`config.mk`:
```
export PLATFORM = sky130hd
export DESIGN_NAME = nvm_power_ctrl
export DESIGN_NICKNAME = d
export VERILOG_FILES = /design/src/nvm_cfg_pkg.sv /design/src/burn_timer.sv /design/src/nvm_power_ctrl.sv
export SDC_FILE = /design/constraint.sdc
export NUM_CORES = 1
export LEC_CHECK = 0
export ABC_AREA = 1
export BUFFER_PORTS_ARGS = -buffer_cell sky130_fd_sc_hd__buf_2
export CORE_UTILIZATION = 40
export DETAILED_ROUTE_END_ITERATION = 8
export HOLD_SLACK_MARGIN = 0.1
export SYNTH_ARGS = -nofsm -noshare
export SYNTH_HDL_FRONTEND = slang
export SYNTH_HIERARCHICAL = 1
export SYNTH_SLANG_ARGS = --single-unit
export TNS_END_PERCENT = 30
```
`constraint.sdc`:
```
create_clock -name mclk_in -period 4 [get_ports mclk_in]
set_input_delay 0.6 -clock mclk_in [delete_from_list [all_inputs] [get_ports mclk_in]]
set_output_delay 0.6 -clock mclk_in [all_outputs]
set_load 0.1 [all_outputs]
```
`src/nvm_cfg_pkg.sv`:
```
/*
 * Shared constants for the fuse-backed configuration and power-mode logic:
 * register offsets, field positions, reset values, key and timing counts.
 * Assumes the register port carries 8-bit addresses and 8-bit data.
 */
package nvm_cfg_pkg;
	localparam int ADDR_W = 8;
	localparam int DATA_W = 8;

	localparam logic [7:0] ADDR_SPEED_MSB = 8'h01;
	localparam logic [7:0] ADDR_SPEED_LSB = 8'h02;
	localparam logic [7:0] ADDR_UNLOCK_KEY = 8'h18;
	localparam logic [7:0] ADDR_PROG_CTRL = 8'h19;
	localparam logic [7:0] ADDR_POWER_STATUS = 8'h1A;
	localparam logic [7:0] ADDR_RES_LOW = 8'h20;
	localparam logic [7:0] ADDR_RES_BEMF_HIGH = 8'h21;
	localparam logic [7:0] ADDR_BEMF_LOW = 8'h22;
	localparam logic [7:0] ADDR_POWER_CFG = 8'h2C;

	localparam int PROG_START_BIT = 0;
	localparam int LATCH_EN_BIT = 2;
	localparam int SLEEP_SEL_BIT = 2;
	localparam int STAT_STANDBY_BIT = 0;
	localparam int STAT_SLEEP_BIT = 1;
	localparam int STAT_BUSY_BIT = 2;

	localparam logic [7:0] UNLOCK_KEY_VALUE = 8'hCA;
	localparam logic [7:0] REG_RESET = 8'h00;
	localparam logic [7:0] DUTY_FULL = 8'hFF;

	// Scaling of the motor codes, per count
	localparam int RES_LSB_MOHM = 10;
	localparam int BEMF_LSB_MV_PER_HZ = 1;

	localparam int CLK_FREQ_MHZ = 200;
	localparam int BURN_TIME_US = 20000;
	localparam int BURN_CYCLES = BURN_TIME_US * CLK_FREQ_MHZ;

	// Image burned to and loaded from the fuse macro, one byte per register
	localparam int IMG_W = 32;

	typedef enum logic [1:0] {
		PWR_RUN,
		PWR_STANDBY,
		PWR_SLEEP
	} power_state_t;
endpackage : nvm_cfg_pkg

```
`src/burn_timer.sv`:
```
/*
 * Fixed-length timer for one fuse programming operation; done marks the
 * last busy cycle, so a registered follower can drop together with busy.
 * Assumes start is a one-cycle pulse on the same clock, ignored while busy.
 */
`timescale 1ns/1ps
module burn_timer #(
	parameter int CYCLES = 4000000
) (
	input wire logic mclk_in,
	input wire logic arst_n_in,
	input wire logic start_in,
	output logic busy_out,
	output logic done_out
);
	localparam int CNT_W = $clog2(CYCLES + 1);
	localparam logic [CNT_W-1:0] LAST = CNT_W'(CYCLES - 1);
	localparam logic [CNT_W-1:0] PRE_LAST = CNT_W'(CYCLES - 2);

	logic [CNT_W-1:0] count_r;

	always_ff @(posedge mclk_in or negedge arst_n_in) begin
		if (!arst_n_in) begin
			count_r <= '0;
			busy_out <= 1'b0;
			done_out <= 1'b0;
		end else begin
			done_out <= 1'b0;
			if (start_in && !busy_out) begin
				busy_out <= 1'b1;
				count_r <= '0;
				done_out <= (CYCLES == 1);
			end else if (busy_out) begin
				if (count_r == LAST) begin
					busy_out <= 1'b0;
				end else begin
					count_r <= count_r + 1'b1;
					done_out <= (count_r == PRE_LAST);
				end
			end
		end
	end
endmodule : burn_timer

```
`src/nvm_power_ctrl.sv`:
```
/*
 * Configuration registers, fuse load and burn sequencing, and the
 * sleep / standby power state of a sensorless motor driver.
 * Assumes the serial core delivers register accesses on the plain port
 * below, and a fuse macro whose stored image is always readable.
 */
`timescale 1ns/1ps

////////////////////////////////////////////////////////////////////////////////

// Function
// (RULE1) Sleep-select 0: zero speed on pin or serial command enters standby.
// (RULE2) Sleep-select 1: zero speed on the pin enters sleep.
// (RULE3) Serial interface off in sleep; only the speed pin wakes the device.
// (RULE4) Serial access keeps working in standby; hosts should prefer standby.
// (RULE5) Motor outputs stop in sleep and standby.
// (RULE6) Fuse image copied into registers at power-on and every sleep exit.
// (RULE7) Host sets latch enable, then writes motor parameters.
// (RULE8) Host writes unlock key before starting programming.
// (RULE9) Program start with latch enable held burns registers into fuses.
// (RULE10) Programming lasts about twenty milliseconds.
// (RULE11) Program-start bit clears itself when burning finishes.
// (RULE12) Host programs with motor stopped, power-cycles, reads back.
// (RULE13) Resistance code twelve bits: low byte, upper nibble next address.
// (RULE14) Resistance code counts ten milliohms per step, linear.
// (RULE15) BEMF code twelve bits: upper nibble shared, low byte next address.
// (RULE16) BEMF code counts one millivolt per hertz per step, up to 4095.
// (RULE17) PWM duty sets output amplitude proportionally; full duty full amplitude.
// (RULE18) Host register writes override the fuse-loaded configuration.
// (RULE19) Serial speed command held as MSB then LSB register.
// (RULE20) Start ignored without correct key; key cleared after each attempt.
module nvm_power_ctrl
	import nvm_cfg_pkg::*;
#(
	parameter int BURN_CYCLE_COUNT = BURN_CYCLES
) (
	input wire logic mclk_in,
	input wire logic arst_n_in,
	input wire logic speed_pin_zero_in,
	input wire logic [nvm_cfg_pkg::ADDR_W-1:0] reg_addr_in,
	input wire logic [nvm_cfg_pkg::DATA_W-1:0] reg_wdata_in,
	input wire logic reg_wr_in,
	input wire logic reg_rd_in,
	input wire logic [nvm_cfg_pkg::IMG_W-1:0] nvm_rdata_in,
	output logic [nvm_cfg_pkg::DATA_W-1:0] reg_rdata_out,
	output logic serial_enable_out,
	output logic motor_drive_enable_out,
	output logic pwm_out,
	output logic [11:0] phase_resistance_code_out,
	output logic [11:0] bemf_constant_code_out,
	output logic [nvm_cfg_pkg::IMG_W-1:0] nvm_wdata_out,
	output logic nvm_burn_out
);
	import nvm_cfg_pkg::*;

	////////////////////////////////////////////////////////////////////////////
	// Pin synchroniser

	logic pin_meta_r;
	logic pin_zero_r;

	always_ff @(posedge mclk_in or negedge arst_n_in) begin
		if (!arst_n_in) begin
			pin_meta_r <= 1'b1;
			pin_zero_r <= 1'b1;
		end else begin
			pin_meta_r <= speed_pin_zero_in;
			pin_zero_r <= pin_meta_r;
		end
	end

	////////////////////////////////////////////////////////////////////////////
	// Register storage

	power_state_t state_r;
	power_state_t state_nxt;
	logic [7:0] speed_msb_r;
	logic [7:0] speed_lsb_r;
	logic [7:0] key_r;
	logic latch_en_r;
	logic prog_start_r;
	logic [7:0] res_low_r;
	logic [7:0] res_bemf_high_r;
	logic [7:0] bemf_low_r;
	logic [7:0] power_cfg_r;
	logic load_pending_r;
	logic burn_busy;
	logic burn_done;
	logic burn_start;
	logic wr_ok;
	logic sleep_exit;
	logic cmd_zero;

	// Serial core is switched off in sleep, so nothing is taken there
	assign wr_ok = reg_wr_in && (state_r != PWR_SLEEP); // RULE3
	assign sleep_exit = (state_r == PWR_SLEEP) && (state_nxt != PWR_SLEEP);
	assign cmd_zero = ({speed_msb_r, speed_lsb_r} == 16'h0000);

	// Accepted only with key, latch enable and idle engine
	assign burn_start = wr_ok && (reg_addr_in == ADDR_PROG_CTRL)
		&& reg_wdata_in[PROG_START_BIT] && reg_wdata_in[LATCH_EN_BIT]
		&& (key_r == UNLOCK_KEY_VALUE) && !burn_busy; // RULE9 RULE20

	// Load stays pending from reset until the first edge after release
	always_ff @(posedge mclk_in or negedge arst_n_in) begin
		if (!arst_n_in) begin
			load_pending_r <= 1'b1;
		end else begin
			load_pending_r <= sleep_exit; // RULE6
		end
	end

	// Fuse image loads first; later host writes take over
	always_ff @(posedge mclk_in or negedge arst_n_in) begin
		if (!arst_n_in) begin
			res_low_r <= REG_RESET;
			res_bemf_high_r <= REG_RESET;
			bemf_low_r <= REG_RESET;
			power_cfg_r <= REG_RESET;
		end else if (load_pending_r) begin
			res_low_r <= nvm_rdata_in[7:0]; // RULE6
			res_bemf_high_r <= nvm_rdata_in[15:8];
			bemf_low_r <= nvm_rdata_in[23:16];
			power_cfg_r <= nvm_rdata_in[31:24];
		end else if (wr_ok) begin
			case (reg_addr_in) // RULE18
				ADDR_RES_LOW: begin
					res_low_r <= reg_wdata_in;
				end
				ADDR_RES_BEMF_HIGH: begin
					res_bemf_high_r <= reg_wdata_in;
				end
				ADDR_BEMF_LOW: begin
					bemf_low_r <= reg_wdata_in;
				end
				ADDR_POWER_CFG: begin
					power_cfg_r <= reg_wdata_in;
				end
				default: begin
				end
			endcase
		end
	end

	always_ff @(posedge mclk_in or negedge arst_n_in) begin
		if (!arst_n_in) begin
			speed_msb_r <= REG_RESET;
			speed_lsb_r <= REG_RESET;
		end else if (wr_ok) begin
			if (reg_addr_in == ADDR_SPEED_MSB) begin
				speed_msb_r <= reg_wdata_in; // RULE19
			end
			if (reg_addr_in == ADDR_SPEED_LSB) begin
				speed_lsb_r <= reg_wdata_in; // RULE19
			end
		end
	end

	////////////////////////////////////////////////////////////////////////////
	// Fuse programming

	// Any start request uses up the key, so a retry needs a fresh key
	always_ff @(posedge mclk_in or negedge arst_n_in) begin
		if (!arst_n_in) begin
			key_r <= REG_RESET;
		end else if (wr_ok && (reg_addr_in == ADDR_PROG_CTRL)
			&& reg_wdata_in[PROG_START_BIT]) begin
			key_r <= REG_RESET; // RULE20
		end else if (wr_ok && (reg_addr_in == ADDR_UNLOCK_KEY)) begin
			key_r <= reg_wdata_in; // RULE8
		end
	end

	always_ff @(posedge mclk_in or negedge arst_n_in) begin
		if (!arst_n_in) begin
			latch_en_r <= 1'b0;
		end else if (wr_ok && (reg_addr_in == ADDR_PROG_CTRL)) begin
			latch_en_r <= reg_wdata_in[LATCH_EN_BIT]; // RULE7
		end
	end

	// Start is set only by an accepted request; done clears it
	always_ff @(posedge mclk_in or negedge arst_n_in) begin
		if (!arst_n_in) begin
			prog_start_r <= 1'b0;
		end else if (burn_start) begin
			prog_start_r <= 1'b1;
		end else if (burn_done) begin
			prog_start_r <= 1'b0; // RULE11
		end
	end

	// Image is frozen at start so writes during the burn cannot tear it
	always_ff @(posedge mclk_in or negedge arst_n_in) begin
		if (!arst_n_in) begin
			nvm_wdata_out <= '0;
			nvm_burn_out <= 1'b0;
		end else begin
			if (burn_start) begin
				nvm_wdata_out <= {power_cfg_r, bemf_low_r, res_bemf_high_r, res_low_r}; // RULE9
			end
			nvm_burn_out <= burn_start || (burn_busy && !burn_done);
		end
	end

	burn_timer #(
		.CYCLES(BURN_CYCLE_COUNT)
	) u_burn_timer (
		.mclk_in(mclk_in),
		.arst_n_in(arst_n_in),
		.start_in(burn_start),
		.busy_out(burn_busy), // RULE10
		.done_out(burn_done)
	);

	////////////////////////////////////////////////////////////////////////////
	// Power state

	always_comb begin
		state_nxt = state_r;
		case (state_r)
			PWR_RUN: begin
				if (power_cfg_r[SLEEP_SEL_BIT] && pin_zero_r) begin
					state_nxt = PWR_SLEEP; // RULE2
				end else if (!power_cfg_r[SLEEP_SEL_BIT] && (pin_zero_r || cmd_zero)) begin
					state_nxt = PWR_STANDBY; // RULE1
				end
			end
			PWR_STANDBY: begin
				if (power_cfg_r[SLEEP_SEL_BIT] && pin_zero_r) begin
					state_nxt = PWR_SLEEP;
				end else if (!pin_zero_r && !cmd_zero) begin
					state_nxt = PWR_RUN; // RULE4
				end
			end
			PWR_SLEEP: begin
				if (!pin_zero_r) begin
					state_nxt = PWR_RUN; // RULE3
				end
			end
			default: begin
				state_nxt = PWR_STANDBY;
			end
		endcase
	end

	always_ff @(posedge mclk_in or negedge arst_n_in) begin
		if (!arst_n_in) begin
			state_r <= PWR_STANDBY;
		end else if (!load_pending_r) begin
			state_r <= state_nxt;
		end
	end

	always_ff @(posedge mclk_in or negedge arst_n_in) begin
		if (!arst_n_in) begin
			serial_enable_out <= 1'b1;
			motor_drive_enable_out <= 1'b0;
		end else begin
			serial_enable_out <= (state_nxt != PWR_SLEEP); // RULE3 RULE4
			// No drive before the fuse image has landed after a wake
			motor_drive_enable_out <= (state_nxt == PWR_RUN) && !load_pending_r
				&& !sleep_exit; // RULE5 RULE6
		end
	end

	////////////////////////////////////////////////////////////////////////////
	// Output duty

	logic [7:0] pwm_cnt_r;
	logic [7:0] duty;

	// Duty follows the speed MSB; all ones is held high for full amplitude
	assign duty = speed_msb_r;

	always_ff @(posedge mclk_in or negedge arst_n_in) begin
		if (!arst_n_in) begin
			pwm_cnt_r <= 8'h00;
			pwm_out <= 1'b0;
		end else begin
			pwm_cnt_r <= pwm_cnt_r + 8'h01;
			pwm_out <= motor_drive_enable_out
				&& ((duty == DUTY_FULL) || (pwm_cnt_r < duty)); // RULE17 RULE5
		end
	end

	////////////////////////////////////////////////////////////////////////////
	// Motor codes and read-back

	always_ff @(posedge mclk_in or negedge arst_n_in) begin
		if (!arst_n_in) begin
			phase_resistance_code_out <= 12'h000;
			bemf_constant_code_out <= 12'h000;
		end else begin
			// One count is RES_LSB_MOHM, up to 40.95 ohm
			phase_resistance_code_out <= {res_bemf_high_r[3:0], res_low_r}; // RULE13 RULE14
			// One count is BEMF_LSB_MV_PER_HZ, up to 4095
			bemf_constant_code_out <= {res_bemf_high_r[7:4], bemf_low_r}; // RULE15 RULE16
		end
	end

	always_ff @(posedge mclk_in or negedge arst_n_in) begin
		if (!arst_n_in) begin
			reg_rdata_out <= 8'h00;
		end else if (reg_rd_in && (state_r != PWR_SLEEP)) begin
			case (reg_addr_in)
				ADDR_SPEED_MSB: begin
					reg_rdata_out <= speed_msb_r;
				end
				ADDR_SPEED_LSB: begin
					reg_rdata_out <= speed_lsb_r;
				end
				ADDR_UNLOCK_KEY: begin
					reg_rdata_out <= key_r;
				end
				ADDR_PROG_CTRL: begin
					reg_rdata_out <= {5'h00, latch_en_r, 1'b0, prog_start_r}; // RULE11
				end
				ADDR_POWER_STATUS: begin
					reg_rdata_out <= {5'h00, burn_busy, state_r == PWR_SLEEP,
						state_r == PWR_STANDBY};
				end
				ADDR_RES_LOW: begin
					reg_rdata_out <= res_low_r;
				end
				ADDR_RES_BEMF_HIGH: begin
					reg_rdata_out <= res_bemf_high_r;
				end
				ADDR_BEMF_LOW: begin
					reg_rdata_out <= bemf_low_r;
				end
				ADDR_POWER_CFG: begin
					reg_rdata_out <= power_cfg_r;
				end
				default: begin
					reg_rdata_out <= 8'h00;
				end
			endcase
		end
	end
endmodule : nvm_power_ctrl

```
# ---- Word-level counts from Yosys, hierarchy flattened
# Index checks and enable logic that the tools add are counted.
dict set report word_totals {
  wordCells 123
  reg_bits 163
  out_inout_bits 68
  in_bits 53
}
dict set report op_classes {
  order_cmp 1
  n_reduce_logical 45
  addsub 2
  eq_ne 18
  muxes 32
}
# op count
set ops {}
lappend ops {{two-way mux 8 bit} 14}
lappend ops {{case mux 8 bit (9 select lines)} 1}
lappend ops {{two-way mux 22 bit} 3}
lappend ops {{== test 22 bit (second input constant)} 2}
lappend ops {{== test 8 x 6 -> 1 bit (second input constant)} 4}
lappend ops {{== test 8 x 5 -> 1 bit (second input constant)} 3}
lappend ops {{adder 22 x 1 -> 22 bit (second input constant)} 1}
lappend ops {{logical AND 1 bit} 17}
lappend ops {{== test 8 bit (second input constant)} 2}
lappend ops {{zero test 16 bit} 1}
lappend ops {{nonzero test 2 bit} 8}
lappend ops {{AND reduction 2 bit} 7}
lappend ops {{two-way mux 2 bit} 5}
lappend ops {{adder 8 x 1 -> 8 bit (second input constant)} 1}
lappend ops {{== test 8 x 1 -> 1 bit (second input constant)} 1}
lappend ops {{== test 8 x 2 -> 1 bit (second input constant)} 1}
lappend ops {{less-than comparator 8 bit} 1}
lappend ops {{two-way mux 1 bit} 8}
lappend ops {{zero test 1 bit} 7}
lappend ops {{case mux 2 bit (3 select lines)} 1}
lappend ops {{zero test 2 bit} 2}
lappend ops {{inequality test 2 bit (second input constant)} 2}
lappend ops {{logical OR 1 bit} 3}
lappend ops {{== test 2 x 1 -> 1 bit (second input constant)} 1}
lappend ops {{2 further kinds} 2}

# ---- Logic depth before layout (Yosys ltp)
# Gate-level depths: netlist of run 1.
dict set report depth {
  word_depth 10
  ltp_mapped 18
}

# ---- Modules after synthesis
# The synthesis of run 1 kept the hierarchy.
# module cells_per_inst seq_area_each_um2 instances area_per_inst_um2
set by_module_without_submodules {}
lappend by_module_without_submodules {nvm_power_ctrl 703 3484.6 1 6223.5}
lappend by_module_without_submodules {burn_timer 238 600.6 1 1601.5}

# ---- Worst setup path after synthesis of run 1
# No wires, ideal clock.
dict set report synth_path {
  path_type {in2reg}
  start {input port reg_addr_in[6] (netlist bit)}
  end {register u_burn_timer.count_r[17]}
  arrival_ns 2.352
  slack_ns 1.529
  setup_ns 0.119
  path_stages 18
  t_required_ns 3.881
  path_cell_list {inv_1 > nand2_2 > nor2_8 > nand2_2 > nor2_4 > nand2_4 > inv_4 > nand2_4 > buf_6 > inv_1 > inv_1 > nor2_1 > inv_1 > nand2_4 > clkinv_2 > buf_6 > nand2_1 > nand2_1}
}
dict set report synth_via {
  elab_chain_len 9
}
# item line
set synth_rtl {}
lappend synth_rtl {{from (decl)} nvm_power_ctrl.sv:40} ;# input wire logic [nvm_cfg_pkg::ADDR_W-1:0] reg_addr_in,
lappend synth_rtl {{== test 8 x 5 -> 1 bit *} nvm_power_ctrl.sv:100} ;# assign burn_start = wr_ok && (reg_addr_in == ADDR_PROG_CTRL)
lappend synth_rtl {{logical AND 1 bit *} nvm_power_ctrl.sv:100}
lappend synth_rtl {{logical AND 1 bit * (2 in series)} nvm_power_ctrl.sv:101} ;# && reg_wdata_in[PROG_START_BIT] && reg_wdata_in[LATCH_EN_BIT]
lappend synth_rtl {{logical AND 1 bit * (2 in series)} nvm_power_ctrl.sv:102} ;# && (key_r == UNLOCK_KEY_VALUE) && !burn_busy;
lappend synth_rtl {{via burn_start} nvm_power_ctrl.sv:89} ;# logic burn_start;
lappend synth_rtl {{logical AND 1 bit *} burn_timer.sv:29} ;# if (start_in && !busy_out) begin
lappend synth_rtl {{inequality test 2 x 1 -> 1 bit (no line) / nonzero test 2 bit (equally long branches)} n/a}
lappend synth_rtl {{AND reduction 2 bit (no line)} n/a}
lappend synth_rtl {{to (signal assigned)} burn_timer.sv:37} ;# count_r <= count_r + 1'b1;
lappend synth_rtl {{to (decl)} burn_timer.sv:20} ;# logic [CNT_W-1:0] count_r;
# The timed path passes the listed nets; every way through them passes the cells marked *.
# A chain may end at the register's enable or synchronous reset.

# ---- Worst setup path in the final report of run 1
dict set report layout_path {
  start {register state_r[0]}
  end {register u_burn_timer.count_r[12]}
}
dict set report layout_via {
  elab_chain_len 10
}
# item line
set layout_rtl {}
lappend layout_rtl {{from (decl)} nvm_power_ctrl.sv:75} ;# power_state_t state_r;
lappend layout_rtl {{from (signal assigned)} nvm_power_ctrl.sv:251} ;# state_r <= state_nxt;
lappend layout_rtl {{inequality test 2 bit *} nvm_power_ctrl.sv:95} ;# assign wr_ok = reg_wr_in && (state_r != PWR_SLEEP);
lappend layout_rtl {{logical AND 1 bit *} nvm_power_ctrl.sv:95}
lappend layout_rtl {{logical AND 1 bit *} nvm_power_ctrl.sv:100}
lappend layout_rtl {{logical AND 1 bit * (2 in series)} nvm_power_ctrl.sv:101}
lappend layout_rtl {{logical AND 1 bit * (2 in series)} nvm_power_ctrl.sv:102}
lappend layout_rtl {{via burn_start} nvm_power_ctrl.sv:89}
lappend layout_rtl {{logical AND 1 bit *} burn_timer.sv:29}
lappend layout_rtl {{inequality test 2 x 1 -> 1 bit (no line) / nonzero test 2 bit (equally long branches)} n/a}
lappend layout_rtl {{AND reduction 2 bit (no line)} n/a}
# Marked as above.

==> impl_metrics.xml, run 1 <==
<?xml version="1.0" encoding="UTF-8"?>
<metrics>
  <group name="final_layout">
    <metric name="seqCellArea" unit="sq mm">0.00409</metric>
    <metric name="final_nets" unit="">1118</metric>
    <metric name="area_of_the_multi_input_gates" unit="sq mm">0.00321</metric>
    <metric name="layout.cell_area.non_filler" unit="sq mm">0.00916</metric>
    <metric name="area.growth.synth_to_final" unit="%">17.0</metric>
    <metric name="layout-drive-gt1-share" unit="%">19.5</metric>
    <metric name="fill_cells" unit="">1879</metric>
  </group>
  <group name="hold_path">
    <metric name="hp-class" unit="">primary input to async pin</metric>
  </group>
  <group name="place">
    <metric name="dpl.hpwl" unit="um">15600</metric>
    <metric name="port_buffers" unit="">120</metric>
    <metric name="place_ws" unit="ns">0.806</metric>
    <metric name="dpl_cell_area" unit="sq mm">0.00860</metric>
    <metric name="globalplace.congestion" unit="">0.937</metric>
  </group>
  <group name="setup_path">
    <metric name="critical_path.endpoint_type" unit="">flip-flop</metric>
    <metric name="cp_data_arrival_time" unit="ns">3.17</metric>
    <metric name="worstPathRequired" unit="ns">4.32</metric>
    <metric name="timing.critical_path.from_type" unit="">flip-flop</metric>
    <metric name="timing.critical_path.fanout_max" unit="">33</metric>
    <metric name="crit_type" unit="">flip-flop to flip-flop</metric>
  </group>
  <group name="logic_synthesis">
    <metric name="synth_area_per_cell" unit="sq um">8.32</metric>
    <metric name="ys_ff_latch" unit="">163</metric>
    <metric name="synth_warnings" unit="">6</metric>
    <metric name="synth_async_sr_flop_share" unit="%">100</metric>
    <metric name="post_synthesis_instance_area" unit="sq mm">0.00783</metric>
    <metric name="ys.flop_type" unit="">dfrtp_1</metric>
    <metric name="netlist-cell-type-count" unit="">41</metric>
    <metric name="synth_sequential_area_ratio" unit="%">52.2</metric>
    <metric name="syn_nets" unit="">1004</metric>
    <metric name="number_of_enable_flip_flop_cells_after_synthesis" unit="">0</metric>
    <metric name="synthesis.instances" unit="">941</metric>
  </group>
  <group name="clock_network">
    <metric name="cts_root_buffer" unit="">clkbuf_16</metric>
    <metric name="clk_transition_reported_paths" unit="ns">0.06</metric>
    <metric name="cts.hold.buffers_added" unit="">0</metric>
    <metric name="insertion_delay" unit="ns">0.43</metric>
    <metric name="tritoncts" unit="">done</metric>
    <metric name="htree_levels" unit="">4</metric>
    <metric name="cts_made_buffers" unit="">17</metric>
    <metric name="ctsLongestPathBuffers" unit="">2</metric>
    <metric name="cts.sinks" unit="">163</metric>
    <metric name="cts_setup_buffers" unit="">0</metric>
    <metric name="post_cts.resized_instances" unit="">0</metric>
  </group>
  <group name="die">
    <metric name="fp-row-count" unit="">50</metric>
    <metric name="ioPinCount" unit="">121</metric>
    <metric name="fp.dieArea" unit="sq mm">0.0201</metric>
    <metric name="core_box_area" unit="sq mm">0.0190</metric>
    <metric name="die-height" unit="um">142</metric>
    <metric name="die-width" unit="um">142</metric>
    <metric name="start_util" unit="%">41.3</metric>
  </group>
  <group name="grt">
    <metric name="globalRouteMet2Util" unit="%">33.5</metric>
    <metric name="grt_antenna_before_repair" unit="">1</metric>
    <metric name="grt_pass1_wl" unit="um">34500</metric>
    <metric name="met3_usage" unit="%">4.56</metric>
    <metric name="first_global_vias" unit="">6395</metric>
    <metric name="grt_max_degree" unit="">98</metric>
    <metric name="overall_track_demand_over_capacity_in_global_routing" unit="%">22.4</metric>
    <metric name="grt_overflow_total" unit="">0</metric>
    <metric name="use_met1" unit="%">32.4</metric>
    <metric name="top_usage_layer_grt" unit="">met2</metric>
  </group>
  <group name="power_and_ir_drop">
    <metric name="worst_ir_drop_vdd" unit="V">0.000294</metric>
    <metric name="powerDensity" unit="mW/mm^2">576</metric>
    <metric name="report.power.total" unit="uW">5280</metric>
    <metric name="power_leakage" unit="uW">0.00487</metric>
  </group>
  <group name="route">
    <metric name="via_count" unit="">6718</metric>
    <metric name="drt_first_pass_iters" unit="">5</metric>
    <metric name="drt-total-wl" unit="um">21300</metric>
    <metric name="detailed_route_wire_length_per_cell" unit="um">16.0</metric>
    <metric name="drtAntennaViolNets" unit="">0</metric>
    <metric name="viasPerCell" unit="">5.05</metric>
    <metric name="drt_first_iter_violations" unit="">579</metric>
    <metric name="drc" unit="">0</metric>
  </group>
  <group name="sta">
    <metric name="tightestPinTransition" unit="ns">0.942</metric>
    <metric name="hold_violations" unit="">0</metric>
    <metric name="timing.slew.headroom" unit="%">37.0</metric>
    <metric name="maximum_frequency_from_static_timing_analysis" unit="GHz">0.350</metric>
    <metric name="final.period_utilization" unit="%">71.4</metric>
    <metric name="unrepaired_setup_endpoints_after_global_routing" unit="">false</metric>
    <metric name="report.final.slew_viol_count" unit="">0</metric>
    <metric name="min_clock_period_post_route" unit="ns">2.86</metric>
    <metric name="setup-violations-final" unit="">0</metric>
    <metric name="final.setup_skew" unit="ns">0.00839</metric>
    <metric name="fin_setup_tns" unit="ns">0</metric>
    <metric name="setup_ws" unit="ns">1.14</metric>
  </group>
  <group name="job">
    <metric name="max-cap-violations" unit="">0</metric>
  </group>
  <group name="outcome">
    <metric name="outcome" unit="">completed</metric>
  </group>
</metrics>
[synthesized netlist by cell type, types with 5 or more instances]
cell | n | area, sq um
nand2_1 | 269 | 1010
dfrtp_1 | 158 | 3950
nand3_1 | 109 | 546
nor2_1 | 78 | 293
inv_1 | 77 | 289
o21ai_0 | 65 | 325
a21oi_1 | 38 | 190
buf_2 | 13 | 65.1
xor2_1 | 13 | 114
nand4_1 | 12 | 75.1
nor2_2 | 11 | 68.8
ha_1 | 10 | 125
o21ai_1 | 10 | 50.1
nand2_2 | 9 | 56.3
buf_6 | 7 | 78.8
inv_2 | 7 | 26.3
o21ai_2 | 6 | 52.6
dfstp_2 | 5 | 131
nor3_1 | 5 | 25.0
[through the flow]
step	std cells	util [%]	hold slack, ns
after detailed placement	1296	45.4	0.360
after global placement	1296	45.4	0.346
final	1329	48.3	0.263
after global routing	1328	48.3	0.261
after floorplan	941	-	0.304
after CTS	1328	48.3	0.256
[logic make-up (layout without fill, tap and decap cells)]
group / after synthesis / in the layout / share of synthesized area, %
compound gates: 131 / 131 / 9.35
flops: 163 / 163 / 52.2
xor+xnor: 14 / 14 / 1.57
fa+ha+maj: 10 / 10 / 1.60
simple gates: 508 / 508 / 28.5
other cells: 0 / 1 / 0
buf+inv: 115 / 242 / 6.76
[final cells by class]
class,count,area share [%]
flip-flops and latches,163,44.6
multi-input cells,663,35.1
repair buffers,124,7.09
clock buffers,20,4.99
inverters,86,3.57
well taps,260,3.55
clock inverters,12,1.07
diodes,1,0.0273
[final timing paths]
check                                           end  depth (start not counted)  slack (ns)              start
setup / recovery           u_burn_timer/count_r[12]                         15        1.14         state_r[0]
hold / removal                     nvm_wdata_out[1]                          1        0.26          arst_n_in
setup reg to reg           u_burn_timer/count_r[12]                         15        1.14         state_r[0]
hold reg to reg                          pin_zero_r                          0        0.36         pin_meta_r
max in group asynchronous  u_burn_timer/count_r[16]                          2        2.88          arst_n_in
min in group mclk_in                     pin_meta_r                          1        0.27  speed_pin_zero_in
[registers in the layout (all words and copies together) (netlist names), 12 cells and up]
name and cells:
bemf_constant_code_out 12, u_burn_timer/count_r 22, nvm_wdata_out 32, phase_resistance_code_out 12
[critical path, cell delays in order (launching register included)]
cell and delay [ns]:
dfstp_2 0.53, nor2_2 0.05, inv_2 0.09, nand2_4 0.09, nor2_4 0.16, nand2_4 0.10, inv_4 0.31, nand2_4 0.07
inv_1 0.06, inv_1 0.03, nor2_1 0.29, inv_1 0.26, nand2_4 0.26, clkinv_2 0.23, nand2_1 0.11, nand2_1 0.06
[placed cells by master, fill, tap and decap left out, drive strengths merged, types with 2 or more instances in the layout]
master / n
clkinv: 5
clkbuf: 20
xor2: 13
ha: 10
o21ai: 81
dfrtp: 158
clkinvlp: 3
nor2: 92
a22oi: 3
nand3: 110
o22ai: 3
dfstp: 5
nand4: 12
buf: 124
a21oi: 38
inv: 90
nand2: 282
a31oi: 2
nor3: 5
nor4: 4
[power by group]
group          total [uW]  internal (uW)  switching [uW]  leakage, uW
Clock                1540            838             704     0.000264
Combinational        1490            238            1250      0.00253
Sequential           2250           1970             274      0.00208
Total                5280           3050            2230      0.00487
[per-layer routing]
metal  wire (um)  vias to the layer above
met5           0                        -
met4         415                        0
met3        1270                       28
met2        9400                      222
met1       10200                     3188
li1            -                     3280
Note: power is estimated with default switching activity, not from simulation.
==> run 2, diff against run 1 <==
- ABC_AREA: 1 -> 0
- clock period: 4 -> 2.8 ns (I/O delays scaled with it)
==> run 2 against run 1 <==
Compared with the run above:
- synthesized area fell by 3.0%
- first-iteration DRC count fell by 8.1%
- global-route usage up 1.2 points
- critical endpoint is now u_burn_timer/count_r[19]
- setup slack lost 0.47 ns
- register-to-register slack got worse by 0.47 ns
- non-clock buffer count is 24 higher
- highest routed layer unchanged
- fmax increased by 34%
- power grew 41%
- sequential power increased by 35%
==> impl_metrics.xml, run 2 <==
<?xml version="1.0" encoding="UTF-8"?>
<metrics>
  <group name="setup_path">
    <metric name="timing.critical_path.fanout_max" unit="">13</metric>
    <metric name="launch_instance_of_the_worst_register_to_register_path" unit="">key_r[0]</metric>
    <metric name="reg2regPathDepth" unit="">7</metric>
    <metric name="critical_path.endpoint_type" unit="">flip-flop</metric>
    <metric name="timing.critical_path.from_type" unit="">flip-flop</metric>
    <metric name="worst_r2r_endpoint" unit="">u_burn_timer/count_r[19]</metric>
    <metric name="worst-r2r-setup-slack" unit="ns">0.67</metric>
    <metric name="worstPathRequired" unit="ns">3.09</metric>
    <metric name="crit_type" unit="">flip-flop to flip-flop</metric>
    <metric name="cp_data_arrival_time" unit="ns">2.42</metric>
  </group>
  <group name="logic_synthesis">
    <metric name="synth_largest_area_cell" unit="">dfrtp_1</metric>
    <metric name="syn_nets" unit="">733</metric>
    <metric name="synthMostInstantiatedCell" unit="">dfrtp_1</metric>
    <metric name="number_of_enable_flip_flop_cells_after_synthesis" unit="">0</metric>
    <metric name="post_synthesis_instance_area" unit="sq mm">0.00759</metric>
    <metric name="synth_warnings" unit="">6</metric>
    <metric name="synth.cells.most_frequent" unit="">dfrtp_1, nand2_1, mux2i_1, mux2_2, o21ai_0</metric>
    <metric name="synth_area_per_cell" unit="sq um">11.3</metric>
    <metric name="ys_ff_latch" unit="">163</metric>
    <metric name="netlist-cell-type-count" unit="">78</metric>
    <metric name="synth_area_leaders" unit="">dfrtp_1, mux2i_1, mux2_2</metric>
    <metric name="synth_async_sr_flop_share" unit="%">100</metric>
    <metric name="synthesis.instances" unit="">670</metric>
    <metric name="synth_sequential_area_ratio" unit="%">53.8</metric>
    <metric name="synth.top_cell.area_share" unit="%">52.1</metric>
    <metric name="ys.flop_type" unit="">dfrtp_1</metric>
  </group>
  <group name="route">
    <metric name="detailed_route_wire_length_per_cell" unit="um">20.7</metric>
    <metric name="drc" unit="">0</metric>
    <metric name="drt_first_iter_violations" unit="">532</metric>
    <metric name="drt-total-wl" unit="um">21800</metric>
    <metric name="viasPerCell" unit="">5.75</metric>
    <metric name="via_count" unit="">6042</metric>
    <metric name="drtAntennaViolNets" unit="">0</metric>
    <metric name="drt_first_pass_iters" unit="">5</metric>
  </group>
  <group name="power_and_ir_drop">
    <metric name="powerDensity" unit="mW/mm^2">812</metric>
    <metric name="power_leakage" unit="uW">0.00437</metric>
    <metric name="worst_ir_drop_vdd" unit="V">0.000469</metric>
  </group>
  <group name="clock_network">
    <metric name="cts_made_buffers" unit="">17</metric>
    <metric name="tritoncts" unit="">done</metric>
    <metric name="post_cts.resized_instances" unit="">0</metric>
    <metric name="htree_levels" unit="">4</metric>
    <metric name="ctsLongestPathBuffers" unit="">2</metric>
    <metric name="clk_transition_reported_paths" unit="ns">0.08</metric>
    <metric name="cts.sinks" unit="">163</metric>
    <metric name="cts_root_buffer" unit="">clkbuf_16</metric>
    <metric name="insertion_delay" unit="ns">0.44</metric>
  </group>
  <group name="final_layout">
    <metric name="area_of_the_multi_input_gates" unit="sq mm">0.00326</metric>
    <metric name="fill_cells" unit="">1711</metric>
    <metric name="layout_commonest_cell" unit="">dfrtp_1</metric>
    <metric name="registers.top_by_ff_count" unit="">nvm_wdata_out</metric>
    <metric name="layout.cells.non_filler" unit="">1051</metric>
    <metric name="seqCellArea" unit="sq mm">0.00409</metric>
    <metric name="final_nets" unit="">867</metric>
    <metric name="largest_reg_flops" unit="">32</metric>
    <metric name="layout-drive-gt1-share" unit="%">30.5</metric>
    <metric name="area.growth.synth_to_final" unit="%">20.6</metric>
    <metric name="reg_top3" unit="">nvm_wdata_out x32, u_burn_timer/count_r x22</metric>
    <metric name="antenna_cells" unit="">0</metric>
    <metric name="layout_common_cells" unit="">dfrtp_1, buf_2, nand2_1, mux2i_1, mux2_2</metric>
  </group>
  <group name="sta">
    <metric name="hold_violations" unit="">0</metric>
    <metric name="report.final.slew_viol_count" unit="">0</metric>
    <metric name="final.setup_skew" unit="ns">0.0163</metric>
    <metric name="setup-violations-final" unit="">0</metric>
    <metric name="hold_slack" unit="ns">0.201</metric>
    <metric name="fin_setup_tns" unit="ns">0</metric>
    <metric name="maximum_frequency_from_static_timing_analysis" unit="GHz">0.470</metric>
    <metric name="unrepaired_setup_endpoints_after_global_routing" unit="">false</metric>
    <metric name="tightestPinTransition" unit="ns">0.799</metric>
    <metric name="final.period_utilization" unit="%">75.9</metric>
    <metric name="min_clock_period_post_route" unit="ns">2.13</metric>
    <metric name="timing.slew.headroom" unit="%">46.6</metric>
  </group>
  <group name="hold_path">
    <metric name="min_delay_path_depth" unit="">3</metric>
    <metric name="hold_path.startpoint" unit="">nvm_rdata_in[1]</metric>
    <metric name="hp-class" unit="">primary input to flip-flop</metric>
    <metric name="hold_path_end" unit="">res_low_r[1]</metric>
  </group>
  <group name="grt">
    <metric name="overall_track_demand_over_capacity_in_global_routing" unit="%">23.6</metric>
    <metric name="grt_antenna_before_repair" unit="">0</metric>
    <metric name="grt_pass1_wl" unit="um">35000</metric>
    <metric name="grt_max_degree" unit="">69</metric>
    <metric name="first_global_vias" unit="">6122</metric>
    <metric name="grt_overflow_total" unit="">0</metric>
  </group>
  <group name="die">
    <metric name="die-width" unit="um">140</metric>
    <metric name="core_box_area" unit="sq mm">0.0186</metric>
    <metric name="die-height" unit="um">140</metric>
    <metric name="start_util" unit="%">40.7</metric>
    <metric name="fp-row-count" unit="">50</metric>
    <metric name="ioPinCount" unit="">121</metric>
    <metric name="fp.dieArea" unit="sq mm">0.0195</metric>
  </group>
  <group name="job">
    <metric name="max-cap-violations" unit="">0</metric>
  </group>
  <group name="outcome">
    <metric name="outcome" unit="">completed</metric>
  </group>
  <group name="place">
    <metric name="dp.cells" unit="">1017</metric>
    <metric name="port_buffers" unit="">120</metric>
    <metric name="dpl.hpwl" unit="um">15900</metric>
    <metric name="globalplace.congestion" unit="">0.898</metric>
  </group>
</metrics>
-- run 2: changes by cell type in the layout (fill, tap and decap cells not counted), sizes merged, moves of 22 or more --
cell / before / now
inv: 90 / 25
buf: 124 / 146
nand3: 110 / 16
nor2: 92 / 21
mux2: 0 / 43
mux2i: 0 / 55
nand2: 282 / 78
o21ai: 81 / 55
-- run 2: how the worst max path moves through the flow --
stage	start	to	slack (ns)	cells past startpoint
after detailed placement	reg_addr_in[5]	res_low_r[4]	0.29	5
after floorplan	state_r[0]	u_burn_timer/count_r[9]	0.52	9
final	key_r[0]	u_burn_timer/count_r[19]	0.67	7
after global routing	key_r[0]	u_burn_timer/count_r[19]	0.49	7
after global placement	reg_addr_in[7]	bemf_low_r[6]	0.31	7
after CTS	key_r[0]	u_burn_timer/count_r[19]	0.61	7
-- run 2: worst max-delay path: stages (launching register included) --
cell and delay [ns]:
dfrtp_1 0.41, nor4b_1 0.38, nand4b_1 0.23, nor3_4 0.18
buf_4 0.16, nand2_1 0.30, o311ai_1 0.21, o41ai_1 0.11
-- run 2: per-stage QoR --
stage,power [uW],util [%],setup slack (ns),area [sq um]
after global routing,7720,49.1,0.488,9150
after detailed placement,5130,45.8,0.289,8540
final,7430,49.1,0.673,9150
after global placement,5090,45.8,0.310,8540
after floorplan,4570,-,0.516,7590
after CTS,7480,49.1,0.614,9150
-- run 2: cell type report --
cell class / count / share of cell area (%)
Inverter: 20 / 0.820
Timing Repair Buffer: 148 / 9.25
Clock inverter: 14 / 1.63
Tap cell: 234 / 3.20
Clock buffer: 18 / 4.80
Multi-Input combinational cell: 454 / 35.7
Sequential cell: 163 / 44.6
-- run 2: power breakdown --
| group | internal (uW) | switching (uW) | leakage, uW |
|---|---|---|---|
| Clock | 1350 | 1000 | 0.000292 |
| Combinational | 339 | 1720 | 0.00200 |
| Sequential | 2720 | 308 | 0.00208 |
-- run 2: repair_timing --
item,CTS,global route
hold endpoints to repair,59,0
hold buffers,2,0
buffers inserted,0,0
-- run 2: cell families after synthesis --
group	synth area share (%)
adder cells (fa/ha/maj)	1.65
multiplexers	13.6
flip-flops	53.8
AND/OR/NAND/NOR	15.1
buffers and inverters	3.23
XOR/XNOR	0.692
AO/OA/AOI/OAI	11.8
-- run 2: routing by layer --
| layer | track usage, % | share of wire, % | up-vias |
|---|---|---|---|
| met4 | 8.21 | 2.1 | 0 |
| met5 | 0 | 0 | - |
| met3 | 4.65 | 6.2 | 28 |
| li1 | - | - | 2741 |
| met1 | 33.8 | 47 | 3037 |
| met2 | 35.4 | 44 | 236 |
